### src/logic/wgcz_pkg.sv
// Constants for the waveform generator control register bank
package wgcz_pkg;
  // ****************************************
  // Register map and field layout
  // ****************************************
  localparam logic [31:0] WGCZ_CTRL0_OFFSET   = 32'h0000_0000;
  localparam logic [7:0]  WGCZ_CTRL0_RESET    = 8'h00;
  localparam logic [7:0]  WGCZ_CTRL0_WR_MASK  = 8'hf9;
  localparam int          WGCZ_BIT_ENABLE     = 7;
  localparam int          WGCZ_BIT_OE_B       = 6;
  localparam int          WGCZ_BIT_OE_A       = 5;
  localparam int          WGCZ_BIT_INV_B      = 4;
  localparam int          WGCZ_BIT_INV_A      = 3;
  localparam int          WGCZ_BIT_CLK_SEL    = 0;
  localparam int          WGCZ_ADDR_LSB       = 2;
  localparam int          WGCZ_ADDR_W         = 12;

  // ****************************************
  // Bus response codes
  // ****************************************
  localparam logic [1:0]  WGCZ_RESP_OKAY      = 2'h0;
  localparam logic [1:0]  WGCZ_RESP_SLVERR    = 2'h2;
  localparam logic [31:0] WGCZ_RDATA_ZERO     = 32'h0000_0000;
endpackage

### src/logic/wgcz_ctl_if.sv
// Control fields and pin signals between register bank and output stage
`timescale 1ns/10ps
interface wgcz_ctl_if;
  logic enable;
  logic oe_a;
  logic oe_b;
  logic inv_a;
  logic inv_b;
  logic clk_sel;
  logic raw_a;
  logic raw_b;
  logic osc_tick;
  logic pin_a;
  logic pin_a_oe;
  logic pin_b;
  logic pin_b_oe;
  logic gen_tick;

  modport bank  (output enable, oe_a, oe_b, inv_a, inv_b, clk_sel, raw_a, raw_b, osc_tick,
                 input  pin_a, pin_a_oe, pin_b, pin_b_oe, gen_tick);
  modport stage (input  enable, oe_a, oe_b, inv_a, inv_b, clk_sel, raw_a, raw_b, osc_tick,
                 output pin_a, pin_a_oe, pin_b, pin_b_oe, gen_tick);
endinterface

### src/logic/wgcz_out_stage.sv
// Output stage: gates, inverts and registers the complementary outputs
`timescale 1ns/10ps
module wgcz_out_stage
  import wgcz_pkg::*;
(
  input  wire logic   clk,
  input  wire logic   rst,
  wgcz_ctl_if.stage   ctl
);

  // Pin level: generator wave gated by enable, then polarity applied
  function automatic logic pin_level(input logic raw, input logic en, input logic inv);
    pin_level = (raw & en) ^ inv;
  endfunction

  logic pin_a_ff;
  logic pin_a_oe_ff;
  logic pin_b_ff;
  logic pin_b_oe_ff;
  logic gen_tick_ff;
  wire  nxt_pin_a    = pin_level(ctl.raw_a, ctl.enable, ctl.inv_a);
  wire  nxt_pin_b    = pin_level(ctl.raw_b, ctl.enable, ctl.inv_b);
  wire  nxt_gen_tick = ctl.enable & (ctl.clk_sel ? ctl.osc_tick : 1'b1);

  // ****************************************
  // Output registers
  // ****************************************
  always_ff @(posedge clk) begin
    if (rst) begin
      pin_a_ff    <= 1'b0;
      pin_a_oe_ff <= 1'b0;
      pin_b_ff    <= 1'b0;
      pin_b_oe_ff <= 1'b0;
      gen_tick_ff <= 1'b0;
    end else begin
      pin_a_ff    <= nxt_pin_a;
      pin_a_oe_ff <= ctl.oe_a;
      pin_b_ff    <= nxt_pin_b;
      pin_b_oe_ff <= ctl.oe_b;
      gen_tick_ff <= nxt_gen_tick;
    end
  end

  assign ctl.pin_a    = pin_a_ff;
  assign ctl.pin_a_oe = pin_a_oe_ff;
  assign ctl.pin_b    = pin_b_ff;
  assign ctl.pin_b_oe = pin_b_oe_ff;
  assign ctl.gen_tick = gen_tick_ff;

  // ****************************************
  // Checks
  // ****************************************
  property p_oe_b_follows;
    @(posedge clk) disable iff (rst) 1'b1 |=> (ctl.pin_b_oe == $past(ctl.oe_b));
  endproperty
  a_oe_b_follows: assert property (p_oe_b_follows) else $error("B enable not on pin");

  property p_oe_a_follows;
    @(posedge clk) disable iff (rst) 1'b1 |=> (ctl.pin_a_oe == $past(ctl.oe_a));
  endproperty
  a_oe_a_follows: assert property (p_oe_a_follows) else $error("A enable not on pin");

  property p_polarity;
    @(posedge clk) disable iff (rst)
      !ctl.enable ##1 1'b1 |-> (ctl.pin_a == $past(ctl.inv_a)) && (ctl.pin_b == $past(ctl.inv_b));
  endproperty
  a_polarity: assert property (p_polarity) else $error("Idle level ignores polarity");

  property p_disabled_idle;
    @(posedge clk) disable iff (rst) !ctl.enable |=> !ctl.gen_tick;
  endproperty
  a_disabled_idle: assert property (p_disabled_idle) else $error("Generator runs disabled");

  property p_clk_source;
    @(posedge clk) disable iff (rst)
      ctl.enable |=> (ctl.gen_tick == ($past(ctl.clk_sel) ? $past(ctl.osc_tick) : 1'b1));
  endproperty
  a_clk_source: assert property (p_clk_source) else $error("Wrong generator clock");

endmodule

### src/logic/wgcz_top.sv
// Waveform generator control register zero with an AXI4-Lite slave
`timescale 1ns/10ps
module wgcz_top
  import wgcz_pkg::*;
(
  input  wire logic        clk,
  input  wire logic        rst,
  input  wire logic [31:0] s_axi_awaddr,
  input  wire logic        s_axi_awvalid,
  output logic             s_axi_awready,
  input  wire logic [31:0] s_axi_wdata,
  input  wire logic [3:0]  s_axi_wstrb,
  input  wire logic        s_axi_wvalid,
  output logic             s_axi_wready,
  output logic [1:0]       s_axi_bresp,
  output logic             s_axi_bvalid,
  input  wire logic        s_axi_bready,
  input  wire logic [31:0] s_axi_araddr,
  input  wire logic        s_axi_arvalid,
  output logic             s_axi_arready,
  output logic [31:0]      s_axi_rdata,
  output logic [1:0]       s_axi_rresp,
  output logic             s_axi_rvalid,
  input  wire logic        s_axi_rready,
  input  wire logic        gen_wave_a,
  input  wire logic        gen_wave_b,
  input  wire logic        internal_fast_oscillator,
  output logic             complementary_out_a,
  output logic             complementary_out_a_oe,
  output logic             complementary_out_b,
  output logic             complementary_out_b_oe,
  output logic             gen_clock_tick
);

  // Address match against the single implemented register
  function automatic logic addr_hit(input logic [31:0] addr);
    addr_hit = (addr[WGCZ_ADDR_W-1:WGCZ_ADDR_LSB]
                == WGCZ_CTRL0_OFFSET[WGCZ_ADDR_W-1:WGCZ_ADDR_LSB]);
  endfunction

  // ****************************************
  // State
  // ****************************************
  logic [7:0]  ctrl0_ff;
  logic        aw_got_ff;
  logic        w_got_ff;
  logic [31:0] awaddr_ff;
  logic [31:0] wdata_ff;
  logic [3:0]  wstrb_ff;
  logic        awready_ff;
  logic        wready_ff;
  logic        bvalid_ff;
  logic [1:0]  bresp_ff;
  logic        arready_ff;
  logic        rvalid_ff;
  logic [31:0] rdata_ff;
  logic [1:0]  rresp_ff;

  // ****************************************
  // Write channel decode
  // ****************************************
  wire        aw_take    = s_axi_awvalid & awready_ff;
  wire        w_take     = s_axi_wvalid & wready_ff;
  wire        do_write   = aw_got_ff & w_got_ff & ~bvalid_ff;
  wire        wr_hit     = addr_hit(awaddr_ff);
  wire        wr_lane0   = wstrb_ff[0];
  wire [7:0]  wr_value   = wdata_ff[7:0] & WGCZ_CTRL0_WR_MASK;
  wire        nxt_aw_got = do_write ? 1'b0 : (aw_got_ff | aw_take);
  wire        nxt_w_got  = do_write ? 1'b0 : (w_got_ff | w_take);
  wire        nxt_bvalid = do_write | (bvalid_ff & ~s_axi_bready);
  wire [7:0]  nxt_ctrl0  = (do_write & wr_hit & wr_lane0) ? wr_value : ctrl0_ff;

  // ****************************************
  // Read channel decode
  // ****************************************
  wire        ar_take    = s_axi_arvalid & arready_ff;
  wire        rd_hit     = addr_hit(s_axi_araddr);
  wire        nxt_rvalid = ar_take | (rvalid_ff & ~s_axi_rready);
  wire [31:0] rd_value   = {24'h00_0000, ctrl0_ff & WGCZ_CTRL0_WR_MASK};

  // Control register
  always_ff @(posedge clk) begin
    if (rst) begin
      ctrl0_ff <= WGCZ_CTRL0_RESET;
    end else begin
      ctrl0_ff <= nxt_ctrl0;
    end
  end

  // Write address and data capture
  always_ff @(posedge clk) begin
    if (rst) begin
      aw_got_ff  <= 1'b0;
      w_got_ff   <= 1'b0;
      awaddr_ff  <= 32'h0000_0000;
      wdata_ff   <= 32'h0000_0000;
      wstrb_ff   <= 4'h0;
      awready_ff <= 1'b0;
      wready_ff  <= 1'b0;
    end else begin
      aw_got_ff  <= nxt_aw_got;
      w_got_ff   <= nxt_w_got;
      awaddr_ff  <= aw_take ? s_axi_awaddr : awaddr_ff;
      wdata_ff   <= w_take ? s_axi_wdata : wdata_ff;
      wstrb_ff   <= w_take ? s_axi_wstrb : wstrb_ff;
      awready_ff <= ~nxt_aw_got & ~nxt_bvalid;
      wready_ff  <= ~nxt_w_got & ~nxt_bvalid;
    end
  end

  // Write response
  always_ff @(posedge clk) begin
    if (rst) begin
      bvalid_ff <= 1'b0;
      bresp_ff  <= WGCZ_RESP_OKAY;
    end else begin
      bvalid_ff <= nxt_bvalid;
      bresp_ff  <= do_write ? (wr_hit ? WGCZ_RESP_OKAY : WGCZ_RESP_SLVERR) : bresp_ff;
    end
  end

  // Read address and data
  always_ff @(posedge clk) begin
    if (rst) begin
      arready_ff <= 1'b0;
      rvalid_ff  <= 1'b0;
      rdata_ff   <= WGCZ_RDATA_ZERO;
      rresp_ff   <= WGCZ_RESP_OKAY;
    end else begin
      arready_ff <= ~nxt_rvalid;
      rvalid_ff  <= nxt_rvalid;
      rdata_ff   <= ar_take ? (rd_hit ? rd_value : WGCZ_RDATA_ZERO) : rdata_ff;
      rresp_ff   <= ar_take ? (rd_hit ? WGCZ_RESP_OKAY : WGCZ_RESP_SLVERR) : rresp_ff;
    end
  end

  assign s_axi_awready = awready_ff;
  assign s_axi_wready  = wready_ff;
  assign s_axi_bvalid  = bvalid_ff;
  assign s_axi_bresp   = bresp_ff;
  assign s_axi_arready = arready_ff;
  assign s_axi_rvalid  = rvalid_ff;
  assign s_axi_rdata   = rdata_ff;
  assign s_axi_rresp   = rresp_ff;

  // ****************************************
  // Output stage
  // ****************************************
  wgcz_ctl_if ctl ();

  // Register fields steer the output stage
  assign ctl.enable   = ctrl0_ff[WGCZ_BIT_ENABLE];
  assign ctl.oe_b     = ctrl0_ff[WGCZ_BIT_OE_B];
  assign ctl.oe_a     = ctrl0_ff[WGCZ_BIT_OE_A];
  assign ctl.inv_b    = ctrl0_ff[WGCZ_BIT_INV_B];
  assign ctl.inv_a    = ctrl0_ff[WGCZ_BIT_INV_A];
  assign ctl.clk_sel  = ctrl0_ff[WGCZ_BIT_CLK_SEL];
  assign ctl.raw_a    = gen_wave_a;
  assign ctl.raw_b    = gen_wave_b;
  assign ctl.osc_tick = internal_fast_oscillator;

  wgcz_out_stage u_out_stage (
    .clk (clk),
    .rst (rst),
    .ctl (ctl.stage)
  );

  assign complementary_out_a    = ctl.pin_a;
  assign complementary_out_a_oe = ctl.pin_a_oe;
  assign complementary_out_b    = ctl.pin_b;
  assign complementary_out_b_oe = ctl.pin_b_oe;
  assign gen_clock_tick         = ctl.gen_tick;

  // ****************************************
  // Checks
  // ****************************************
  property p_enable_write;
    @(posedge clk) disable iff (rst)
      do_write && wr_hit && wr_lane0 |=> ##1
        ((gen_clock_tick == 1'b0) == !$past(wr_value[WGCZ_BIT_ENABLE], 2))
        || $past(wr_value[WGCZ_BIT_CLK_SEL], 2);
  endproperty
  a_enable_write: assert property (p_enable_write) else $error("Enable write not applied");

  property p_oe_pin_delay;
    @(posedge clk) disable iff (rst)
      do_write && wr_hit && wr_lane0 |=> ##1
        (complementary_out_b_oe == $past(wr_value[WGCZ_BIT_OE_B], 2))
        && (complementary_out_a_oe == $past(wr_value[WGCZ_BIT_OE_A], 2));
  endproperty
  a_oe_pin_delay: assert property (p_oe_pin_delay) else $error("Pin enables late");

  property p_inv_store;
    @(posedge clk) disable iff (rst)
      do_write && wr_hit && wr_lane0 |=> (ctl.inv_b == $past(wdata_ff[WGCZ_BIT_INV_B]))
        && (ctl.inv_a == $past(wdata_ff[WGCZ_BIT_INV_A]));
  endproperty
  a_inv_store: assert property (p_inv_store) else $error("Polarity bits not stored");

  property p_unimpl_zero;
    @(posedge clk) disable iff (rst)
      rvalid_ff |-> ((s_axi_rdata & ~{24'h00_0000, WGCZ_CTRL0_WR_MASK}) == WGCZ_RDATA_ZERO);
  endproperty
  a_unimpl_zero: assert property (p_unimpl_zero) else $error("Bits 2..1 read nonzero");

  // Read data returns the stored register value
  property p_read_value;
    @(posedge clk) disable iff (rst)
      ar_take && rd_hit |=> (s_axi_rdata == {24'h00_0000, $past(ctrl0_ff)});
  endproperty
  a_read_value: assert property (p_read_value) else $error("Read data not the register");

  property p_bresp_timing;
    @(posedge clk) disable iff (rst) aw_got_ff && w_got_ff && !bvalid_ff |=> bvalid_ff;
  endproperty
  a_bresp_timing: assert property (p_bresp_timing) else $error("Write response late");

  c_write_ctrl: cover property (@(posedge clk) disable iff (rst) do_write && wr_hit);
  c_read_ctrl:  cover property (@(posedge clk) disable iff (rst) ar_take && rd_hit);
  c_bad_addr:   cover property (@(posedge clk) disable iff (rst) do_write && !wr_hit);
  c_osc_run:    cover property (@(posedge clk) disable iff (rst) ctl.enable && ctl.clk_sel);

endmodule

### config.mk
export PLATFORM = sky130hd
export DESIGN_NAME = wgcz_top
export DESIGN_NICKNAME = d
export VERILOG_FILES = /design/src/logic/wgcz_pkg.sv /design/src/logic/wgcz_ctl_if.sv /design/src/logic/wgcz_out_stage.sv /design/src/logic/wgcz_top.sv
export SDC_FILE = /design/constraint.sdc
export NUM_CORES = 1
export LEC_CHECK = 0
export ABC_AREA = 1
export BUFFER_PORTS_ARGS = -buffer_cell sky130_fd_sc_hd__buf_2
export CORE_ASPECT_RATIO = 0.7
export CORE_MARGIN = 2
export CORE_UTILIZATION = 38
export CTS_CLUSTER_SIZE = 24
export DETAILED_ROUTE_END_ITERATION = 12
export PLACE_DENSITY_LB_ADDON = 0.25
export SLEW_MARGIN = 25
export SYNTH_ARGS = -nofsm -noshare
export SYNTH_HDL_FRONTEND = slang
export SYNTH_SLANG_ARGS = --single-unit
### constraint.sdc
create_clock -name clk -period 1.15 [get_ports clk]
set_input_delay 0.115 -clock clk [delete_from_list [all_inputs] [get_ports clk]]
set_output_delay 0.115 -clock clk [all_outputs]
set_load 0.01 [all_outputs]
After elaboration in Yosys (flattened, before gate mapping)
Index checks and enable logic that the tools add are counted.
{ "classes": {"mux": 6, "bitwise": 27, "n_reduce_logical": 2} }
{ "op_table": {"columns": ["op", "n"], "rows": [
  ["10-bit logical NOT", 2],
  ["1-bit AND", 14],
  ["8-bit 2-to-1 mux", 1],
  ["1-bit inverter", 7],
  ["2-bit 2-to-1 mux", 2],
  ["1-bit OR", 4],
  ["1-bit 2-to-1 mux", 3],
  ["1-bit XOR", 2]
]} }
{ "word_totals": {"elab_cells": 54, "regBits": 75, "output_inout_bits": 46, "inputBits": 110} }

Depth between registers and ports, before layout
Gate-level depths: netlist of run 1.
{ "depth": {"word_depth": 5, "mapped_depth": 8, "mapped_depth_nobuf": 8} }

Modules after synthesis
Synthesis of run 1 repeated with hierarchy kept, for this count alone.
{ "hier_totals": {"hier_cells": 251, "hier_area_um2": 1911.8} }
{ "modules_own_cells": {"columns": ["module", "instances", "cells_per_inst", "seq_area_each_um2", "area_each_um2"], "rows": [
  ["wgcz_top", 1, 230, 760.7, 1745.4],
  ["wgcz_out_stage", 1, 21, 100.1, 166.4]
]} }

Least setup slack after synthesis of run 1
OpenSTA, ideal clock, no wires.
{ "synth_path": {"path_type": "register to register", "start": "reg arready_ff (netlist: s_axi_arready)", "end": "reg rresp_ff[1] (netlist: s_axi_rresp[1])", "n_path_buf": 0, "path_stages_with_launch": 8, "period_less_slack_ns": 1.023, "required_ns": 1.033, "slack_ns": 0.127, "arrival_time_ns": 0.906, "cell_sequence": "dfxtp_1 nand2_2 inv_2 nand2_1 nor2_2 nand2_1 inv_2 nor2_1"} }
{ "synth_between": {"elab_chain_len": 1} }
{ "synth_rtl": {"columns": ["element", "line_no", "text"], "rows": [
  ["start, declared", "wgcz_top.sv:54", "logic arready_ff;"],
  ["start signal, assigned", "wgcz_top.sv:130", "arready_ff <= ~nxt_rvalid;"],
  ["1-bit AND", "wgcz_top.sv:76", "wire ar_take = s_axi_arvalid & arready_ff;"],
  ["end signal, assigned", "wgcz_top.sv:133", "rresp_ff <= ar_take ? (rd_hit ? WGCZ_RESP_OKAY : WGCZ_RESP_SLVERR) : rresp_ff;"],
  ["end, declared", "wgcz_top.sv:57", "logic [1:0] rresp_ff;"]
]} }
Every way passes these cells.
A chain may end at the register's enable or synchronous reset.

Worst setup path after layout of run 1
{ "layout_path": {"start": "reg w_got_ff", "end": "reg ctrl0_ff[4]"} }
{ "layout_between": {"elab_chain_len": 4} }
{ "layout_rtl": {"columns": ["element", "line_no", "text"], "rows": [
  ["start, declared", "wgcz_top.sv:46", "logic w_got_ff;"],
  ["start signal, assigned", "wgcz_top.sv:102", "w_got_ff <= nxt_w_got;"],
  ["1-bit AND (2 in a row)", "wgcz_top.sv:64", "wire do_write = aw_got_ff & w_got_ff & ~bvalid_ff;"],
  ["1-bit AND (2 in a row)", "wgcz_top.sv:71", "wire [7:0] nxt_ctrl0 = (do_write & wr_hit & wr_lane0) ? wr_value : ctrl0_ff;"],
  ["end signal, assigned", "wgcz_top.sv:86", "ctrl0_ff <= nxt_ctrl0;"],
  ["end, declared", "wgcz_top.sv:44", "logic [7:0] ctrl0_ff;"]
]} }
Every way passes these cells.

==> results of run 1 <==
-- flip-flops by register name, summed over array words and instances, names as in the netlist --
name,flops
aw_got_ff,1
awaddr_ff,10
ctrl0_ff,6
s_axi_arready,1
s_axi_awready,1
s_axi_bresp,1
s_axi_bvalid,1
s_axi_rdata,6
s_axi_rresp,1
s_axi_rvalid,1
s_axi_wready,1
u_out_stage.ctl.gen_tick,1
u_out_stage.ctl.pin_a,1
u_out_stage.ctl.pin_a_oe,1
u_out_stage.ctl.pin_b,1
u_out_stage.ctl.pin_b_oe,1
w_got_ff,1
wdata_ff,6
wstrb_ff,1
-- cells in the final DEF (no fill, tap or decap), types with 2 or more instances in the layout --
master    count
a21oi_1      12
and3_1        2
buf_2        54
buf_4         6
clkbuf_8      6
conb_1       28
dfxtp_1      43
inv_1        24
inv_2         3
nand2_1      30
nand2_2       2
nand3_1       6
nand3_4       2
nand4_1       6
nor2_1       47
nor2_2        3
nor2_4        5
o21ai_0      21
-- cell type report --
class / count / area [µm²]
Fill cell: 482 / 2450
Sequential cell: 43 / 861
Multi-Input combinational cell: 169 / 802
Timing Repair Buffer: 61 / 335
Inverter: 27 / 101
Tap cell: 69 / 86.3
Clock buffer: 6 / 82.6
Clock inverter: 2 / 35.0
-- worst max-delay path: stages (launching register included) --
cell and delay [ns]:
dfxtp_1 0.41, nand3_4 0.13, nor2_4 0.15, nand3_4 0.11, nand2_1 0.08, inv_1 0.04, nor2_1 0.09
-- power by group through the flow --
stage | registers [µW] | logic, µW | clock network [µW]
final | 1600 | 416 | 1190
after CTS | 1600 | 395 | 1230
after global routing | 1610 | 477 | 1280
after detailed placement | 1630 | 394 | 0
after global placement | 1630 | 387 | 0
after floorplan | 1630 | 325 | 0
-- metrics by stage --
step | area (µm²) | setup TNS, ns | hold WS, ns | util [%]
final | 2300 | 0 | 0.0525 | 48.4
after detailed placement | 2150 | 0 | 0.353 | 45.2
after global placement | 2150 | 0 | 0.345 | 45.2
after global routing | 2300 | -0.00346 | 0.0806 | 48.4
after floorplan | 1980 | 0 | 0.236 | -
after CTS | 2270 | 0 | 0.0485 | 47.6
-- timing repair --
action / 4_1_cts / 5_1_grt
hold buffers: 0 / 0
gates resized for setup: 0 / 9
endpoints found under the setup margin: 0 / 7
-- logic make-up after synthesis --
group | after synthesis | share of synthesized area (%)
AOI/OAI and AO/OA | 36 | 9.95
buffers and inverters | 63 | 18.7
DFF | 43 | 45.9
other | 1 | 0.200
and+or+nand+nor | 105 | 25.2
-- layer usage --
layer	global-route usage [%]	vias to the layer above	wire [µm]
met5	0	-	0
met1	18.7	660	1880
met2	19.8	49	1500
met3	3.96	5	230
met4	5.19	0	43
li1	-	833	-
-- final timing paths --
path | endpoint | startpoint | slack (ns)
max | ctrl0_ff[4] | w_got_ff | 0.09
min | u_out_stage.ctl.gen_tick | internal_fast_oscillator | 0.05
max reg2reg | ctrl0_ff[4] | w_got_ff | 0.09
min reg2reg | u_out_stage.ctl.pin_b_oe | ctrl0_ff[6] | 0.46
==> flow_summary.json, run 1 <==
{
  "fp.dieW_um": 87.9,
  "cts_setup_buffers": 0,
  "fin_ws_ns": 0.0854,
  "clkPwrFrac_pct": 37.2,
  "boundaryPins": 156,
  "seqPwrFrac_pct": 49.9,
  "min_period_ns": 1.06,
  "path_class": "flop to flop",
  "dp_hpwl_um": 2810,
  "synthTopCellsByCount": "nor2_1 (50), dfxtp_1 (43), nand2_1 (31)",
  "p_sw_share_pct": 24.5,
  "maxCapViolCount": 0,
  "cts_tree": "built",
  "grt_pass1_vias": 1384,
  "globalRoute.totalOverflow": 0,
  "synth_async_sr_flop_share_pct": 0,
  "power.leakage_uw": 0.00112,
  "clockBufferDepth": 2,
  "synth_cells": 248,
  "dp.cells": 369,
  "crit_required_ns": 1.38,
  "grt_pass1_wl_um": 5900,
  "vias": 1547,
  "antenna_cells": 0,
  "clock_latency_ns": 0.29,
  "die_y_um": 62.8,
  "dp_slack_ns": 0.0527,
  "cts_buffers": 5,
  "firstDrtPassIters": 4,
  "synth_warnings": 0,
  "ys.flop_type": "dfxtp_1",
  "finClkSkew_ns": 0.00436,
  "setup_viol": 0,
  "cp-start-kind": "flop",
  "initialDrtViolationCount": 63,
  "outcome": "completed",
  "synth_top_cell_by_area": "dfxtp_1",
  "nets": 417,
  "whs_path_depth": 3,
  "p_comb_share_pct": 13.0,
  "hold_path_class": "input pin to flop",
  "cp_max_fo": 6,
  "powerDensity_nw_per_um2": 1390,
  "synth_cell_types": 24,
  "critPathCaptureType": "flop",
  "stdcell_count": 377,
  "min_period_over_period_pct": 92.6,
  "io_buffers": 54,
  "p_int_uw": 2420,
  "drc_errors": 0,
  "clock_sinks": 43,
  "ir_drop_uv": 584,
  "yosysMostFrequentCell": "nor2_1",
  "fmax_ghz": 0.939,
  "avgRoutedWirePerCell_um": 9.71,
  "initial_core_util_pct": 39.4,
  "yosys-top-cells-area": "dfxtp_1 (46%), buf_4 (12%), nor2_1 (10%)",
  "syn_to_final_growth_pct": 22.9,
  "grtUsageTotal_pct": 13.5,
  "coreArea_um2": 4760,
  "finalHoldViolCount": 0,
  "clkTransAtPathRegs_ns": 0.08,
  "p_sw_uw": 788,
  "cts-root-buf": "clkbuf_8",
  "synth_edf_count": 0,
  "vias_per_cell": 4.10,
  "routed_wl_um": 3660,
  "dieArea_um2": 5520,
  "synthesis.area_um2": 1870,
  "rr_worst_depth": 6,
  "htreeDepth": 2,
  "grt_max_degree": 29,
  "synth_seq_area_share_pct": 45.9,
  "arrival_ns": 1.29,
  "antenna_found_initial": 0,
  "ys_ff_latch": 43,
  "drv_slew": 0,
  "finalWeightedCongestion": 0.750,
  "drive_above_1_share_pct": 27.6,
  "synth_top_area_share_pct": 45.9,
  "ant_nets": 0,
  "rows": 21,
  "power_uw": 3210,
  "syn_avg_cell_area_um2": 7.56
}
(Power assumes the default switching activity.)
==> inputs of run 2 (changes only) <==
--- a/config.mk
+++ b/config.mk
@@ -6,13 +6,14 @@
 export NUM_CORES = 1
 export LEC_CHECK = 0
 export ABC_AREA = 1
-export BUFFER_PORTS_ARGS = -buffer_cell sky130_fd_sc_hd__buf_2
 export CORE_ASPECT_RATIO = 0.7
 export CORE_MARGIN = 2
-export CORE_UTILIZATION = 38
+export CORE_UTILIZATION = 55
 export CTS_CLUSTER_SIZE = 24
 export DETAILED_ROUTE_END_ITERATION = 12
+export DONT_BUFFER_PORTS = 1
 export PLACE_DENSITY_LB_ADDON = 0.25
+export SKIP_LAST_GASP = 1
 export SLEW_MARGIN = 25
 export SYNTH_ARGS = -nofsm -noshare
 export SYNTH_HDL_FRONTEND = slang
==> run 2 against run 1 <==
Net effect: sequential power hardly changed; clock skew increased by 0.0030 ns; maximum frequency increased by 0.23%; power is 8.2% lower; first-iteration DRC count fell by 13%; design area decreased by 7.8%; largest cell class unchanged.
==> flow_summary.json, run 2 (synthesized netlist as in run 1, its figures left out) <==
{
  "outcome": "completed",
  "fmax_ghz": 0.941,
  "p_comb_share_pct": 13.1,
  "drive_above_1_share_pct": 15.2,
  "placed_cell_area_um2": 1880,
  "clock_latency_ns": 0.29,
  "min_period_over_period_pct": 92.4,
  "path_depth": 7,
  "avgRoutedWirePerCell_um": 10.8,
  "stdcell_count": 317,
  "nets": 380,
  "grtUsageTotal_pct": 18.1,
  "most-common-layout-cells": "nor2_1 (47), dfxtp_1 (39), nand2_1 (29), conb_1 (28), inv_1 (23)",
  "coreArea_um2": 3210,
  "clockBufferDepth": 2,
  "grt_setup_unrepaired": "yes",
  "initial_core_util_pct": 58.4,
  "cp_max_fo": 6,
  "firstDrtPassIters": 4,
  "cts_tree": "built",
  "dp.cells": 298,
  "critPathCaptureType": "flop",
  "ant_nets": 0,
  "routed_wl_um": 3420,
  "syn_to_final_growth_pct": 13.3,
  "setup_tns_ns": 0,
  "die_y_um": 52.8,
  "fp.dieW_um": 73.8,
  "powerDensity_nw_per_um2": 1390,
  "regMostFlops": "awaddr_ff",
  "ir_drop_uv": 804,
  "hold_path_class": "input pin to flop",
  "cp-start-kind": "flop",
  "cts_buffers": 5,
  "crit_chain": "nor2_2 -> nand2_2 -> nor2_4 -> nand3_4 -> nand2_1 -> inv_1 -> nor2_1",
  "largest_reg_flops": 10,
  "arrival_ns": 1.29,
  "min_period_ns": 1.06,
  "seqPwrFrac_pct": 54.5,
  "boundaryPins": 156,
  "crit_required_ns": 1.38,
  "crit_family": "simple AND/OR/NAND/NOR gates",
  "cts-root-buf": "clkbuf_8",
  "clock_sinks": 43,
  "vias_per_cell": 4.59,
  "dp_hpwl_um": 2460,
  "initialDrtViolationCount": 55,
  "cp_slowest_stage_delay_ns": 0.33,
  "critPathSlowestCell": "dfxtp_2",
  "finalWeightedCongestion": 0.758,
  "fin_area_um2": 2120,
  "dieArea_um2": 3900,
  "grt_max_degree": 18,
  "path_class": "flop to flop",
  "grt_pass1_wl_um": 5220,
  "htreeDepth": 2,
  "maxCapViolCount": 0,
  "whs_ns": 0.000674,
  "postLayoutCoreUtil_pct": 66.1,
  "whs_path_depth": 2,
  "vias": 1455,
  "antenna_found_initial": 0,
  "p_int_uw": 2180,
  "finalHoldViolCount": 0,
  "grt_pass1_vias": 1152,
  "final_common_cell": "nor2_1",
  "antenna_cells": 0,
  "drc_errors": 0,
  "globalRoute.totalOverflow": 0,
  "p_sw_share_pct": 26.0,
  "worst-path-buf-inv": 1,
  "io_buffers": 0,
  "rows": 17,
  "drv_slew": 0,
  "power.leakage_uw": 0.000941,
  "finClkSkew_ns": 0.00738,
  "rr_worst_depth": 7,
  "setup_viol": 0,
  "clkTransAtPathRegs_ns": 0.08,
  "clkPwrFrac_pct": 32.3,
  "p_sw_uw": 767
}
## run 2: changes by cell type in the layout (fill, tap and decap cells not counted), moves of 4 or more
cell | before | now
dfxtp_2 | 0 | 4
dlygate4sd3_1 | 0 | 12
dfxtp_1 | 43 | 39
buf_2 | 54 | 0
buf_4 | 6 | 12
## run 2: worst paths after layout
path | from | end | slack, ns
min reg2reg | ctrl0_ff[6] | u_out_stage.ctl.pin_b_oe | 0.45
max | awaddr_ff[7] | ctrl0_ff[6] | 0.09
max reg2reg | awaddr_ff[7] | ctrl0_ff[6] | 0.09
min | s_axi_awaddr[7] | awaddr_ff[7] | 0.0007
## run 2: power groups by stage
stage | Clock, µW | Sequential [µW] | Combinational (µW)
2_1_floorplan | 0 | 1630 | 325
3_3_place_gp | 0 | 1630 | 315
3_5_place_dp | 0 | 1630 | 321
4_1_cts | 968 | 1600 | 359
5_1_grt | 1030 | 1620 | 442
6_report | 953 | 1610 | 387
## run 2: layout make-up
| cell class | count | area [µm²] |
|---|---|---|
| fill | 292 | 1090 |
| sequential | 43 | 866 |
| multi-input combinational | 169 | 800 |
| timing repair buffer | 24 | 210 |
| inverter | 27 | 101 |
| clock buffer | 6 | 82.6 |
| tap | 47 | 58.8 |
| clock inverter | 1 | 5.00 |
## run 2: through the flow
stage | setup slack (ns) | power (µW)
after floorplan | 0.127 | 1950
after global placement | 0.0374 | 1950
after detailed placement | 0.0201 | 1960
after CTS | 0.00345 | 2930
after global routing | -0.0164 | 3090
final | 0.0878 | 2950
## run 2: layer usage
metal | GRT usage (%) | wire (µm) | share of wire, % | up-vias
met5 | 0 | 0 | 0 | -
met4 | 7.88 | 69 | 2.0 | 0
met3 | 5.77 | 297 | 8.7 | 9
met2 | 24.1 | 1340 | 39 | 66
met1 | 26.1 | 1710 | 50 | 621
li1 | - | - | - | 759
## run 2: what timing repair did
action,in CTS,in global routing
hold endpoints to repair,21,0
resized for setup,0,14
hold buffers,12,0
buffers inserted,0,0
setup endpoints to repair,0,6
==> inputs of run 3 (changes only) <==
--- a/config.mk
+++ b/config.mk
@@ -5,7 +5,7 @@
 export SDC_FILE = /design/constraint.sdc
 export NUM_CORES = 1
 export LEC_CHECK = 0
-export ABC_AREA = 1
+export ABC_AREA = 0
 export CORE_ASPECT_RATIO = 0.7
 export CORE_MARGIN = 2
 export CORE_UTILIZATION = 55
==> run 3 against run 2 <==
Net effect: the run now ends with negative setup slack left; design area up 1.9%; sequential share of layout area down 0.87 points; flip-flop and latch count unchanged; register-to-register slack worse by 0.54 ns; power up 5.0%; cell count down 13%; synthesized area down 5.3%; highest routed layer unchanged; worst hold slack better by 0.013 ns; count of clock-buffer cells in the layout unchanged; clock skew down 0.00054 ns; clock power up 26%; combinational power down 16%.
==> flow_summary.json, run 3 <==
{
  "rr_worst_depth": 4,
  "ant_nets": 0,
  "yosysMostFrequentCell": "dfxtp_1",
  "vias": 1374,
  "drc_errors": 0,
  "fp.dieW_um": 71.9,
  "largest_reg_flops": 10,
  "grtUsageTotal_pct": 20.3,
  "clockBufferDepth": 2,
  "critPathCaptureType": "flop",
  "cp-start-kind": "flop",
  "grt_pass1_vias": 1280,
  "hold_path_class": "input pin to flop",
  "initialDrtViolationCount": 59,
  "fin_ws_ns": -0.451,
  "synth_top_family_by_area": "simple AND/OR/NAND/NOR gates",
  "synth_top_cell_by_area": "dfxtp_1",
  "regMostFlops": "awaddr_ff",
  "antenna_cells": 0,
  "muxShareOfSynthArea_pct": 3.38,
  "avgRoutedWirePerCell_um": 13.0,
  "whs_path_depth": 2,
  "cts-root-buf": "clkbuf_8",
  "synthXorXnorAreaFrac_pct": 0.987,
  "synth_top_area_share_pct": 48.5,
  "setup_tns_ns": -2.71,
  "path_class": "flop to flop",
  "htreeDepth": 2,
  "synth_async_sr_flop_share_pct": 0,
  "powerDensity_nw_per_um2": 1430,
  "initial_core_util_pct": 57.2,
  "drive_above_1_share_pct": 13.4,
  "finalHoldViolCount": 0,
  "synth_seq_area_share_pct": 48.5,
  "nets": 348,
  "ys_ff_latch": 43,
  "stdcell_count": 277,
  "p_sw_share_pct": 22.6,
  "violations": "negative setup slack",
  "synth_warnings": 0,
  "synth_compound_area_share_pct": 8.81,
  "grt_pass1_wl_um": 5690,
  "synthTopCellsByCount": "dfxtp_1 (43), nand2_1 (38), buf_4 (28)",
  "drv_slew": 0,
  "synthesis.area_um2": 1780,
  "yosys-top-cells-area": "dfxtp_1 (48%), buf_4 (12%), nand2_1 (8.0%)",
  "clock_latency_ns": 0.29,
  "synth_cell_types": 26,
  "boundaryPins": 156,
  "io_buffers": 0,
  "min_period_ns": 1.60,
  "synthSimpleGateAreaFrac_pct": 24.2,
  "fmax_ghz": 0.625,
  "outcome": "finished, violations left",
  "seqPwrFrac_pct": 50.7,
  "routed_wl_um": 3610,
  "crit_required_ns": 1.37,
  "globalRoute.totalOverflow": 0,
  "max_slew_margin_pct": 32.1,
  "yosys.area_share.adder_pct": 0,
  "synth_edf_count": 0,
  "fillers": 254,
  "clkPwrFrac_pct": 38.7,
  "p_sw_uw": 700,
  "cts_tree": "built",
  "most-common-layout-cells": "dfxtp_1 (41), nand2_1 (38), conb_1 (28), a21oi_1 (22), dlygate4sd3_1 (21)",
  "setup_viol": 7,
  "p_comb_share_pct": 10.6,
  "grt_max_degree": 28,
  "dp.cells": 246,
  "coreArea_um2": 3110,
  "arrival_ns": 1.82,
  "ys.flop_type": "dfxtp_1",
  "final_common_cell": "dfxtp_1",
  "rows": 17,
  "min_period_over_period_pct": 139,
  "p_int_uw": 2390,
  "ir_drop_uv": 1060,
  "power.leakage_uw": 0.000873,
  "clock_sinks": 43,
  "maxCapViolCount": 0,
  "syn_to_final_growth_pct": 21.8,
  "die_y_um": 51.5,
  "worst_pin_slew_ns": 1.02,
  "grt_setup_unrepaired": "yes",
  "dp_hpwl_um": 2430,
  "clkTransAtPathRegs_ns": 0.08,
  "synth_cells": 203,
  "finClkSkew_ns": 0.00684,
  "firstDrtPassIters": 4,
  "vias_per_cell": 4.96,
  "cts_buffers": 5,
  "finalWeightedCongestion": 0.748,
  "antenna_found_initial": 0,
  "dieArea_um2": 3710,
  "cp_max_fo": 6,
  "syn_avg_cell_area_um2": 8.75
}
==> run 3: cell count changes in the layout (fill, tap and decap cells not counted), moves of 4 or more <==
cell | previous run | this run
inv_1 | 23 | 3
mux2i_1 | 0 | 6
nand2b_1 | 0 | 13
nor2_1 | 47 | 6
a21oi_1 | 12 | 22
o21ai_0 | 21 | 5
nand4_1 | 6 | 0
nand2_1 | 29 | 38
nor2_4 | 4 | 0
dlygate4sd3_1 | 12 | 21
inv_2 | 4 | 0
==> run 3: cell families after synthesis <==
kind of cell / count (synthesis)
mux: 6
xor+xnor: 2
simple gates: 83
compound gates: 30
buf+inv: 38
other cells: 1
flops: 43
==> run 3: cell type report <==
type	count	area [µm²]	area share (%)
Tap cell	38	47.5	2.20
Sequential cell	43	863	39.9
Timing Repair Buffer	36	332	15.3
Inverter	3	11.3	0.521
Clock buffer	6	82.6	3.82
Multi-Input combinational cell	149	792	36.6
Clock inverter	2	35.0	1.62
==> run 3: final timing paths <==
path	start	end	slack (ns)
setup / recovery	awaddr_ff[6]	ctrl0_ff[6]	-0.45
hold / removal	rst	ctrl0_ff[4]	0.01
setup reg to reg	awaddr_ff[6]	ctrl0_ff[6]	-0.45
hold reg to reg	wdata_ff[5]	wdata_ff[5]	0.46
==> run 3: power by group through the flow <==
stage	sequential (µW)	clock [µW]	combinational [µW]
finish	1570	1200	327
CTS	1570	1210	318
detailed placement	1600	0	236
floorplan	1600	0	258
global route	1580	1270	360
global placement	1600	0	230
==> run 3: worst max-delay path, stage by stage (launching register included) <==
cell and delay [ns]:
dfxtp_2 0.33, or4_4 0.56, nor4_4 0.29, buf_6 0.18
mux2i_1 0.18
==> run 3: timing repair <==
item | CTS | global route
buffers inserted | 0 | 1
setup endpoints to repair | 13 | 39
pin swaps | 1 | 3
gates resized for setup | 3 | 6
endpoints found under the hold margin | 28 | 0
hold buffers | 22 | 0
==> run 3: stage by stage <==
step           util [%]  power (µW)  cell area (µm²)  hold WS, ns  setup WS (ns)
6_report           69.7        3090             2160       0.0141         -0.451
5_1_grt            69.7        3210             2160       0.0152         -0.530
4_1_cts            69.1        3100             2150       0.0108         -0.433
3_5_place_dp       57.7        1840             1790        0.189         -0.448
3_3_place_gp       57.7        1830             1790        0.188         -0.387
2_1_floorplan         -        1860             1880        0.249         -0.446
==> run 3: per-layer routing <==
metal | vias up | track usage [%] | part of all wire (%)
li1 | 684 | - | -
met5 | - | 0 | 0
met3 | 5 | 6.78 | 8.5
met1 | 632 | 24.8 | 45
met4 | 0 | 6.60 | 1.2
met2 | 53 | 34.3 | 45
